### src/rtl/apc_pkg.sv
package apc_pkg;
    localparam int          APC_DATA_W      = 8;
    localparam int          APC_IDX_W       = 4;
    localparam int          APC_WRAP_W      = 3;
    localparam int          APC_ADDR_W      = 4;
    // module/index address of the control register and the index register
    localparam logic [3:0]  APC_CTRL_IDX    = 4'h1;
    localparam logic [3:0]  APC_INDEX_IDX   = 4'h0;
    localparam int          APC_ZERO_BIT    = 7;
    localparam int          APC_DIR_BIT     = 6;
    localparam int          APC_WRAP_LSB    = 0;
    localparam logic [7:0]  APC_CTRL_RST    = 8'h00;
    localparam logic [3:0]  APC_INDEX_RST   = 4'h0;
    localparam logic [7:0]  APC_CTRL_RDMASK = 8'h47;
    localparam logic [2:0]  APC_WRAP_OFF    = 3'h0;
    localparam logic [2:0]  APC_WRAP_2      = 3'h1;
    localparam logic [2:0]  APC_WRAP_4      = 3'h2;
    localparam logic [2:0]  APC_WRAP_8      = 3'h3;
    localparam logic [3:0]  APC_MASK_2      = 4'h1;
    localparam logic [3:0]  APC_MASK_4      = 4'h3;
    localparam logic [3:0]  APC_MASK_8      = 4'h7;
    localparam logic [3:0]  APC_MASK_16     = 4'hf;
    localparam logic [3:0]  APC_ONE         = 4'h1;
    typedef enum logic [1:0] {
        APC_ACT_HOLD,
        APC_ACT_ZERO,
        APC_ACT_STEP,
        APC_ACT_LOAD
    } apc_act_type;
endpackage

### src/rtl/apc_top.sv
`timescale 1ns/1ps
`default_nettype none
// Function
// - any reset clears control register
// - clear bit write zeroes index
// - clear bit self-clears in hardware
// - clear beats any stepping
// - clear bit always reads zero
// - direction zero increments after operations
// - direction one decrements after operations
// - wrap code zero: no stepping
// - bits five to three read zero
// - code 001: bit 0 modulo 2
// - code 010: bits 1:0 modulo 4
// - code 011: bits 2:0 modulo 8
// - code 100: full index modulo 16
// - reserved codes act as modulo 16
// - register access never restricted
// - four-bit index selects sixteen accumulators
// - stepping overrides direct index write
module apc_top
    import apc_pkg::*;
(
    input  wire logic                            CLK_SYS_IN,
    input  wire logic                            NRST_IN,
    input  wire logic                            REG_WR_IN,
    input  wire logic [apc_pkg::APC_ADDR_W-1:0]  REG_ADDR_IN,
    input  wire logic [apc_pkg::APC_DATA_W-1:0]  REG_WDATA_IN,
    input  wire logic                            ALU_DONE_IN,
    output logic      [apc_pkg::APC_DATA_W-1:0]  REG_RDATA_OUT,
    output logic      [apc_pkg::APC_IDX_W-1:0]   ACC_INDEX_OUT
);
    import apc_pkg::*;

    logic                  dir_r;
    logic                  dir_nxt;
    logic [APC_WRAP_W-1:0] wrap_r;
    logic [APC_WRAP_W-1:0] wrap_nxt;
    logic [APC_IDX_W-1:0]  idx_r;
    logic [APC_IDX_W-1:0]  idx_nxt;
    logic [APC_DATA_W-1:0] rdata_r;
    logic [APC_DATA_W-1:0] rdata_nxt;
    logic [APC_IDX_W-1:0]  stepped;
    logic                  step_on;
    logic                  wr_ctrl;
    logic                  wr_idx;
    logic                  zero_req;
    logic [APC_DATA_W-1:0] ctrl_view;
    apc_act_type           act;

    apc_step u_step (
        .idx_in     (idx_r),
        .wrap_in    (wrap_r),
        .dir_in     (dir_r),
        .idx_out    (stepped),
        .active_out (step_on)
    );

    // clear bit is never stored, so the view holds it at zero
    assign ctrl_view = {1'b0, dir_r, 3'h0, wrap_r};

    apc_regs u_regs (
        .addr_in  (REG_ADDR_IN),
        .ctrl_in  (ctrl_view),
        .idx_in   (idx_nxt),
        .data_out (rdata_nxt)
    );

    always_comb
    begin
        wr_ctrl  = REG_WR_IN && (REG_ADDR_IN == APC_CTRL_IDX);
        wr_idx   = REG_WR_IN && (REG_ADDR_IN == APC_INDEX_IDX);
        zero_req = wr_ctrl && REG_WDATA_IN[APC_ZERO_BIT];
        dir_nxt  = dir_r;
        wrap_nxt = wrap_r;
        if (wr_ctrl)
        begin
            dir_nxt  = REG_WDATA_IN[APC_DIR_BIT];
            wrap_nxt = REG_WDATA_IN[APC_WRAP_LSB +: APC_WRAP_W];
        end
        if (zero_req)
            act = APC_ACT_ZERO;
        else if (ALU_DONE_IN && step_on)
            act = APC_ACT_STEP;
        else if (wr_idx)
            act = APC_ACT_LOAD;
        else
            act = APC_ACT_HOLD;
        case (act)
            APC_ACT_ZERO: idx_nxt = APC_INDEX_RST;
            APC_ACT_STEP: idx_nxt = stepped;
            APC_ACT_LOAD: idx_nxt = REG_WDATA_IN[APC_IDX_W-1:0];
            default:      idx_nxt = idx_r;
        endcase
    end

    always_ff @(posedge CLK_SYS_IN)
    begin
        if (!NRST_IN)
        begin
            dir_r   <= APC_CTRL_RST[APC_DIR_BIT];
            wrap_r  <= APC_CTRL_RST[APC_WRAP_LSB +: APC_WRAP_W];
            idx_r   <= APC_INDEX_RST;
            rdata_r <= APC_CTRL_RST;
        end
        else
        begin
            dir_r   <= dir_nxt;
            wrap_r  <= wrap_nxt;
            idx_r   <= idx_nxt;
            rdata_r <= rdata_nxt;
        end
    end

    assign REG_RDATA_OUT = rdata_r;
    assign ACC_INDEX_OUT = idx_r;

    a_reset_clears: assert property (@(posedge CLK_SYS_IN)
        !NRST_IN |=> (wrap_r == APC_WRAP_OFF) && !dir_r && idx_r == '0)
        else $error("reset did not clear control");

    a_reset_rdata: assert property (@(posedge CLK_SYS_IN)
        !NRST_IN |=> REG_RDATA_OUT == APC_CTRL_RST
        && ACC_INDEX_OUT == APC_INDEX_RST)
        else $error("reset did not clear outputs");

    a_reset_fields: assert property (@(posedge CLK_SYS_IN)
        !NRST_IN ##1 NRST_IN && REG_ADDR_IN == APC_CTRL_IDX
        |=> REG_RDATA_OUT == APC_CTRL_RST)
        else $error("control not zero after reset");

    a_clear_zeroes: assert property (@(posedge CLK_SYS_IN)
        disable iff (!NRST_IN)
        REG_WR_IN && REG_ADDR_IN == APC_CTRL_IDX
        && REG_WDATA_IN[APC_ZERO_BIT] |=> ACC_INDEX_OUT == '0)
        else $error("clear did not zero index");

    a_clear_dir_kept: assert property (@(posedge CLK_SYS_IN)
        disable iff (!NRST_IN)
        zero_req |=> dir_r == $past(REG_WDATA_IN[APC_DIR_BIT]))
        else $error("clear write lost direction");

    a_clear_wins: assert property (@(posedge CLK_SYS_IN)
        disable iff (!NRST_IN)
        zero_req && ALU_DONE_IN && step_on |=> idx_r == '0)
        else $error("step beat clear");

    a_ctrl_write: assert property (@(posedge CLK_SYS_IN)
        disable iff (!NRST_IN)
        wr_ctrl
        |=> wrap_r == $past(REG_WDATA_IN[APC_WRAP_LSB +: APC_WRAP_W])
        && dir_r == $past(REG_WDATA_IN[APC_DIR_BIT]))
        else $error("control write not stored");

    a_clear_reads: assert property (@(posedge CLK_SYS_IN)
        disable iff (!NRST_IN)
        REG_ADDR_IN == APC_CTRL_IDX |=> !REG_RDATA_OUT[APC_ZERO_BIT])
        else $error("clear bit read nonzero");

    a_ctrl_read: assert property (@(posedge CLK_SYS_IN)
        disable iff (!NRST_IN)
        !REG_WR_IN && REG_ADDR_IN == APC_CTRL_IDX
        |=> REG_RDATA_OUT[APC_WRAP_LSB +: APC_WRAP_W] == wrap_r
        && REG_RDATA_OUT[APC_DIR_BIT] == dir_r)
        else $error("control read wrong");

    a_self_clear: assert property (@(posedge CLK_SYS_IN)
        disable iff (!NRST_IN)
        zero_req ##1 REG_ADDR_IN == APC_CTRL_IDX
        |=> !REG_RDATA_OUT[APC_ZERO_BIT])
        else $error("clear bit stuck");

    a_index_read: assert property (@(posedge CLK_SYS_IN)
        disable iff (!NRST_IN)
        REG_ADDR_IN == APC_INDEX_IDX
        |=> REG_RDATA_OUT == {{(APC_DATA_W-APC_IDX_W){1'b0}}, ACC_INDEX_OUT})
        else $error("index read wrong");

    a_rsvd_zero: assert property (@(posedge CLK_SYS_IN)
        disable iff (!NRST_IN)
        REG_ADDR_IN == APC_CTRL_IDX |=> REG_RDATA_OUT[5:3] == 3'h0)
        else $error("reserved bits nonzero");

    a_unmapped_read: assert property (@(posedge CLK_SYS_IN)
        disable iff (!NRST_IN)
        REG_ADDR_IN != APC_CTRL_IDX && REG_ADDR_IN != APC_INDEX_IDX
        |=> REG_RDATA_OUT == '0)
        else $error("unmapped read nonzero");

    a_step_inc: assert property (@(posedge CLK_SYS_IN)
        disable iff (!NRST_IN)
        ALU_DONE_IN && !REG_WR_IN && wrap_r >= 3'h4 && !dir_r
        |=> idx_r == $past(idx_r) + 4'h1)
        else $error("increment wrong");

    a_idx_load: assert property (@(posedge CLK_SYS_IN)
        disable iff (!NRST_IN)
        wr_idx && !(ALU_DONE_IN && step_on)
        |=> idx_r == $past(REG_WDATA_IN[APC_IDX_W-1:0]))
        else $error("index write lost");

    a_step_dec: assert property (@(posedge CLK_SYS_IN)
        disable iff (!NRST_IN)
        ALU_DONE_IN && !REG_WR_IN && wrap_r >= 3'h4 && dir_r
        |=> idx_r == $past(idx_r) - 4'h1)
        else $error("decrement wrong");

    a_idle_hold: assert property (@(posedge CLK_SYS_IN)
        disable iff (!NRST_IN)
        !REG_WR_IN && !ALU_DONE_IN |=> $stable(idx_r))
        else $error("index moved while idle");

    a_no_step: assert property (@(posedge CLK_SYS_IN)
        disable iff (!NRST_IN)
        !REG_WR_IN && wrap_r == APC_WRAP_OFF |=> $stable(idx_r))
        else $error("index moved with stepping off");

    a_dir_ignored: assert property (@(posedge CLK_SYS_IN)
        disable iff (!NRST_IN)
        ALU_DONE_IN && !REG_WR_IN && wrap_r == APC_WRAP_OFF && dir_r
        |=> $stable(idx_r))
        else $error("direction used with stepping off");

    a_mod2_upper: assert property (@(posedge CLK_SYS_IN)
        disable iff (!NRST_IN)
        !REG_WR_IN && wrap_r == APC_WRAP_2
        |=> idx_r[3:1] == $past(idx_r[3:1]))
        else $error("modulo 2 touched upper bits");

    a_mod2_low: assert property (@(posedge CLK_SYS_IN)
        disable iff (!NRST_IN)
        ALU_DONE_IN && !REG_WR_IN && wrap_r == APC_WRAP_2
        |=> idx_r[0] != $past(idx_r[0]))
        else $error("modulo 2 did not toggle");

    a_mod4_upper: assert property (@(posedge CLK_SYS_IN)
        disable iff (!NRST_IN)
        !REG_WR_IN && wrap_r == APC_WRAP_4
        |=> idx_r[3:2] == $past(idx_r[3:2]))
        else $error("modulo 4 touched upper bits");

    a_mod4_low: assert property (@(posedge CLK_SYS_IN)
        disable iff (!NRST_IN)
        ALU_DONE_IN && !REG_WR_IN && wrap_r == APC_WRAP_4
        |=> idx_r[1:0] == ($past(dir_r) ? $past(idx_r[1:0]) - 2'h1
                                        : $past(idx_r[1:0]) + 2'h1))
        else $error("modulo 4 step wrong");

    a_mod8_upper: assert property (@(posedge CLK_SYS_IN)
        disable iff (!NRST_IN)
        !REG_WR_IN && wrap_r == APC_WRAP_8 |=> idx_r[3] == $past(idx_r[3]))
        else $error("modulo 8 touched top bit");

    a_mod8_low: assert property (@(posedge CLK_SYS_IN)
        disable iff (!NRST_IN)
        ALU_DONE_IN && !REG_WR_IN && wrap_r == APC_WRAP_8
        |=> idx_r[2:0] == ($past(dir_r) ? $past(idx_r[2:0]) - 3'h1
                                        : $past(idx_r[2:0]) + 3'h1))
        else $error("modulo 8 step wrong");

    a_step_over_load: assert property (@(posedge CLK_SYS_IN)
        disable iff (!NRST_IN)
        wr_idx && ALU_DONE_IN && step_on |=> idx_r == $past(stepped))
        else $error("direct write beat stepping");

    a_rsvd_full: assert property (@(posedge CLK_SYS_IN)
        disable iff (!NRST_IN)
        ALU_DONE_IN && !REG_WR_IN && wrap_r > APC_WRAP_8 && !dir_r
        |=> idx_r == $past(idx_r) + APC_ONE)
        else $error("reserved code not modulo 16");

    a_rsvd_dec: assert property (@(posedge CLK_SYS_IN)
        disable iff (!NRST_IN)
        ALU_DONE_IN && !REG_WR_IN && wrap_r > APC_WRAP_8 && dir_r
        |=> idx_r == $past(idx_r) - APC_ONE)
        else $error("reserved code not modulo 16 down");

    a_clear_stores: assert property (@(posedge CLK_SYS_IN)
        disable iff (!NRST_IN)
        zero_req |=> wrap_r == $past(REG_WDATA_IN[2:0]))
        else $error("clear write lost fields");

    a_ctrl_hold: assert property (@(posedge CLK_SYS_IN)
        disable iff (!NRST_IN)
        !wr_ctrl |=> $stable(wrap_r) && $stable(dir_r))
        else $error("control changed without write");

    c_clear: cover property (@(posedge CLK_SYS_IN) zero_req);
    c_wrap16: cover property (@(posedge CLK_SYS_IN)
        ALU_DONE_IN && step_on && idx_r == 4'hf && !dir_r);
    c_dec_wrap: cover property (@(posedge CLK_SYS_IN)
        ALU_DONE_IN && wrap_r == APC_WRAP_4 && dir_r && idx_r[1:0] == 2'h0);
    c_rsvd_code: cover property (@(posedge CLK_SYS_IN)
        ALU_DONE_IN && wrap_r > 3'h4);
    c_load_override: cover property (@(posedge CLK_SYS_IN)
        wr_idx && ALU_DONE_IN && step_on);
endmodule
`default_nettype wire

### src/rtl/apc_step.sv
`timescale 1ns/1ps
`default_nettype none
// computes the stepped index for a wrap size and direction
module apc_step
    import apc_pkg::*;
(
    input  wire logic [APC_IDX_W-1:0]  idx_in,
    input  wire logic [APC_WRAP_W-1:0] wrap_in,
    input  wire logic                  dir_in,
    output logic      [APC_IDX_W-1:0]  idx_out,
    output logic                       active_out
);
    function automatic logic [APC_IDX_W-1:0] wrap_mask(
        input logic [APC_WRAP_W-1:0] w
    );
        case (w)
            APC_WRAP_OFF: wrap_mask = '0;
            APC_WRAP_2:   wrap_mask = APC_MASK_2;
            APC_WRAP_4:   wrap_mask = APC_MASK_4;
            APC_WRAP_8:   wrap_mask = APC_MASK_8;
            default:      wrap_mask = APC_MASK_16;
        endcase
    endfunction

    logic [APC_IDX_W-1:0] mask;
    logic [APC_IDX_W-1:0] moved;

    always_comb
    begin
        mask       = wrap_mask(wrap_in);
        moved      = dir_in ? idx_in - APC_ONE : idx_in + APC_ONE;
        // low bits step modulo 2^n, upper bits kept
        idx_out    = (moved & mask) | (idx_in & ~mask);
        active_out = (wrap_in != APC_WRAP_OFF);
    end
endmodule
`default_nettype wire

### src/rtl/apc_regs.sv
`timescale 1ns/1ps
`default_nettype none
// read multiplexer for the two pointer registers
module apc_regs
    import apc_pkg::*;
(
    input  wire logic [APC_ADDR_W-1:0] addr_in,
    input  wire logic [APC_DATA_W-1:0] ctrl_in,
    input  wire logic [APC_IDX_W-1:0]  idx_in,
    output logic      [APC_DATA_W-1:0] data_out
);
    always_comb
    begin
        if (addr_in == APC_CTRL_IDX)
            data_out = ctrl_in & APC_CTRL_RDMASK;
        else if (addr_in == APC_INDEX_IDX)
            data_out = {{(APC_DATA_W-APC_IDX_W){1'b0}}, idx_in};
        else
            data_out = '0;
    end
endmodule
`default_nettype wire

### config.mk
export PLATFORM = sky130hd
export DESIGN_NAME = apc_top
export DESIGN_NICKNAME = d
export VERILOG_FILES = /design/src/rtl/apc_pkg.sv /design/src/rtl/apc_top.sv /design/src/rtl/apc_step.sv /design/src/rtl/apc_regs.sv
export SDC_FILE = /design/constraint.sdc
export NUM_CORES = 1
export LEC_CHECK = 0
export ABC_CLOCK_PERIOD_IN_PS = 2900
export BUFFER_PORTS_ARGS = -buffer_cell sky130_fd_sc_hd__buf_2
export CAP_MARGIN = 30
export CORE_MARGIN = 4
export CORE_UTILIZATION = 52
export CTS_CLUSTER_DIAMETER = 120
export DETAILED_ROUTE_END_ITERATION = 12
export PLACE_DENSITY_LB_ADDON = 0.2
export SKIP_LAST_GASP = 1
export SLEW_MARGIN = 20
export SYNTH_ARGS = -nofsm -noshare
export SYNTH_HDL_FRONTEND = slang
export SYNTH_SLANG_ARGS = --single-unit
### constraint.sdc
create_clock -name CLK_SYS_IN -period 2.9 [get_ports CLK_SYS_IN]
set_clock_uncertainty 0.15 [all_clocks]
set_input_delay 0 -clock CLK_SYS_IN [delete_from_list [all_inputs] [get_ports CLK_SYS_IN]]
set_output_delay 0 -clock CLK_SYS_IN [all_outputs]
set_load 0.005 [all_outputs]
==> summary.txt <==
Run status
  • Status: finished clean

Placement
  • GPL Wtd Cong: 0.8078
  • Area post-placement: 939.7 um2
  • Placed cells: 123
  • Hpwl dp: 1.440 mm
  • Buffers on Ports: 22

Yosys
  • Post-synthesis sequential area ratio: 31.23%
  • Post-synth ARST share: 0%
  • Syn avg cell area: 9.469 um2
  • Synth warn: 0
  • Synthesized flop and latch total: 13
  • Top cells by area, synth: dfxtp_1, mux2i_1, o2111ai_1, a21oi_1, and3_1
  • Post-synth EDFFs: 0
  • Netlist cell types: 39
  • Syn Std Cell Area: 833.3 um2
  • Top FF cell, synth: dfxtp_1
  • Top cell type by total area after synthesis: dfxtp_1
  • Post-synth top area share: 31.23%
  • Gate Count Post-Synth: 88

Die
  • Starting Density: 55.32%
  • Io pins: 28
  • Die Area: 0.002307 mm2
  • Cell Rows: 14
  • Core Region: 0.001506 mm2
  • Die width: 48.03 um
  • Vert. Die Dim: 48.03 um

Timing
  • Slew Limit Fails: 0
  • Max Freq: 396.9 MHz
  • Fin. Hold Viols: 0
  • RSZ-0062 raised after global routing: false
  • Fin Setup TNS: 0 ns
  • Tcrit/Tclk final: 86.88%
  • Final setup fails: 0
  • Min Tclk post-route: 2.520 ns

Setup path
  • Critical Path AT: 2.55 ns
  • WP data required: 2.93 ns
  • Kind of end point of the critical path: flip-flop
  • Max FO, Critical Path: 9
  • CP Launch Type: flip-flop
  • Crit path kind: reg -> reg

Global routing
  • First-pass GRT wire length: 2.946 mm
  • Total track usage: 18.84%
  • Vias in the first global route: 693
  • Initial antenna violation count: 0
  • GR Overflow Total: 0
  • Pin count of the biggest net entering global routing: 13

Clocking
  • Clock sink count: 13
  • Worst skew pair latency: 0.28 ns
  • Post_cts resized: 0
  • Clock tree buffer depth: 2
  • TritonCTS clock tree: yes
  • CTS HTree Levels: 1
  • Num CTS Buffers: 3
  • Hold Buf Count CTS: 11
  • Post-CTS Setup Bufs: 0
  • CTS root buf: clkbuf_4
  • Clock-pin slew on the worst setup and hold paths: 0.08 ns

Finish
  • Syn-to-layout area delta: 29.13%
  • Layout cells sized above 1: 27.05%
  • Finished Layout Cells: 138
  • Diode count: 0
  • Post-layout instance area: 0.001076 mm2
  • Final #Nets: 142
  • Layout Utilization: 71.43%

Pwr
  • Max VDD drop: 190.2 uV
  • Static Leak: 0.4907 nW
  • Logic pwr share: 13.4%
  • Switching pwr: 0.08850 mW
  • Total Power: 0.3467 mW
  • Net Sw Frac: 25.53%
  • Sequential fraction of design power: 52.8%
  • Cell area power density: 322.2 mW/mm2
  • Clock power share: 33.7%
  • Internal cell power: 0.2582 mW

Flow run
  • Max-cap violation count: 0

Route
  • Routed wl met2: 940 um
  • DR vias/cell: 5.710
  • # DRC: 0
  • Final ANT Viol Nets: 0
  • Via count: 788
  • Avg WL per Cell: 13.99 um
  • DRT met1 WL: 866 um
  • Drt first-iter violations: 13
  • DR top layer: met4
  • Routed wire length: 1.930 mm
  • Met3 WL: 76 um
  • First-pass DRT Iterations: 4

Worst hold path
  • Min-delay worst type: in -> reg
[routing by layer]
layer  global-route usage, %  vias up
li1                        -      399
met1                   24.39      367
met2                   29.02       18
met3                   3.383        4
met4                   10.75        0
met5                       0        -
[state kept, by name, indices dropped and copies added, names as in the netlist]
name and cells:
REG_RDATA_OUT 5, ACC_INDEX_OUT 4, wrap_r 3, dir_r 1
[final timing paths]
check / start / end / slack, ns / cells after the start
max: dir_r$_SDFFE_PN0N_ / REG_RDATA_OUT[2]$_SDFF_PN0_ / 0.38 / 7
min: REG_WDATA_IN[3] / REG_RDATA_OUT[3]$_SDFF_PP0_ / 0.02 / 4
max reg2reg: dir_r$_SDFFE_PN0N_ / REG_RDATA_OUT[2]$_SDFF_PN0_ / 0.38 / 7
min reg2reg: ACC_INDEX_OUT[3]$_SDFF_PN0_ / ACC_INDEX_OUT[3]$_SDFF_PN0_ / 0.36 / 2
[cell type report]
| type | count | area (um2) |
|---|---|---|
| Tap cell | 16 | 20.02 |
| Sequential cell | 13 | 260.3 |
| Clock buffer | 4 | 26.28 |
| Inverter | 6 | 22.52 |
| Fill cell | 124 | 430.4 |
| Timing Repair Buffer | 33 | 220.2 |
| Multi-Input combinational cell | 66 | 526.8 |
[critical path, stage by stage (launching register included)]
cell and delay, ns:
dfxtp_1 0.53, inv_1 0.10, fa_1 0.38, xnor2_1 0.14, mux2_2 0.26, a32oi_1 0.21, o21ai_0 0.09, dlygate4sd3_1 0.55
[kinds of logic (layout without fill, tap and decap cells)]
family	Yosys count	count (layout)	share of synthesized area (%)
AO/OA/AOI/OAI	24	24	24.02
adder cells (fa/ha/maj)	3	3	5.405
flip-flops	13	13	31.23
other	1	3	0.4500
XOR/XNOR	1	1	1.051
buffers and inverters	11	43	6.455
multiplexers	6	6	7.358
AND/OR/NAND/NOR	29	29	24.02
[synthesized netlist by cell type (all sizes together), types with 2 or more instances]
library cell  instances
nor2b                 4
a21oi                 5
and2                  2
mux2i                 5
o2111ai               4
nand2                 4
and3                  4
a32oi                 2
nand4                 2
nand3                 3
a211oi                2
nor2                  2
a21boi                2
inv                   6
dfxtp                13
a221o                 2
buf                   4
nor3b                 2
ha                    2
a22o                  2
[stage by stage]
| stage | setup slack [ns] | hold WS, ns |
|---|---|---|
| floorplan | 1.130 | -0.002558 |
| global placement | 0.9463 | 0.09988 |
| detailed placement | 0.8853 | 0.1434 |
| CTS | 0.3792 | 0.02829 |
| global route | 0.2833 | 0.07479 |
| finish | 0.3805 | 0.02421 |
[power groups by stage]
stage / sequential (mW) / combinational, mW / clock, mW
after CTS: 0.183 / 0.0463 / 0.120
after global placement: 0.187 / 0.0366 / 0
after global routing: 0.183 / 0.0513 / 0.128
final: 0.183 / 0.0466 / 0.117
after detailed placement: 0.187 / 0.0373 / 0
after floorplan: 0.186 / 0.0231 / 0
[layout by cell type, fill, tap and decap left out, drive strengths merged, types with 5 or more instances in the layout]
cell,count
dfxtp,13
dlygate4sd3,11
a21oi,5
buf,22
mux2i,5
inv,6
Note: power is estimated with default switching activity, not from simulation.
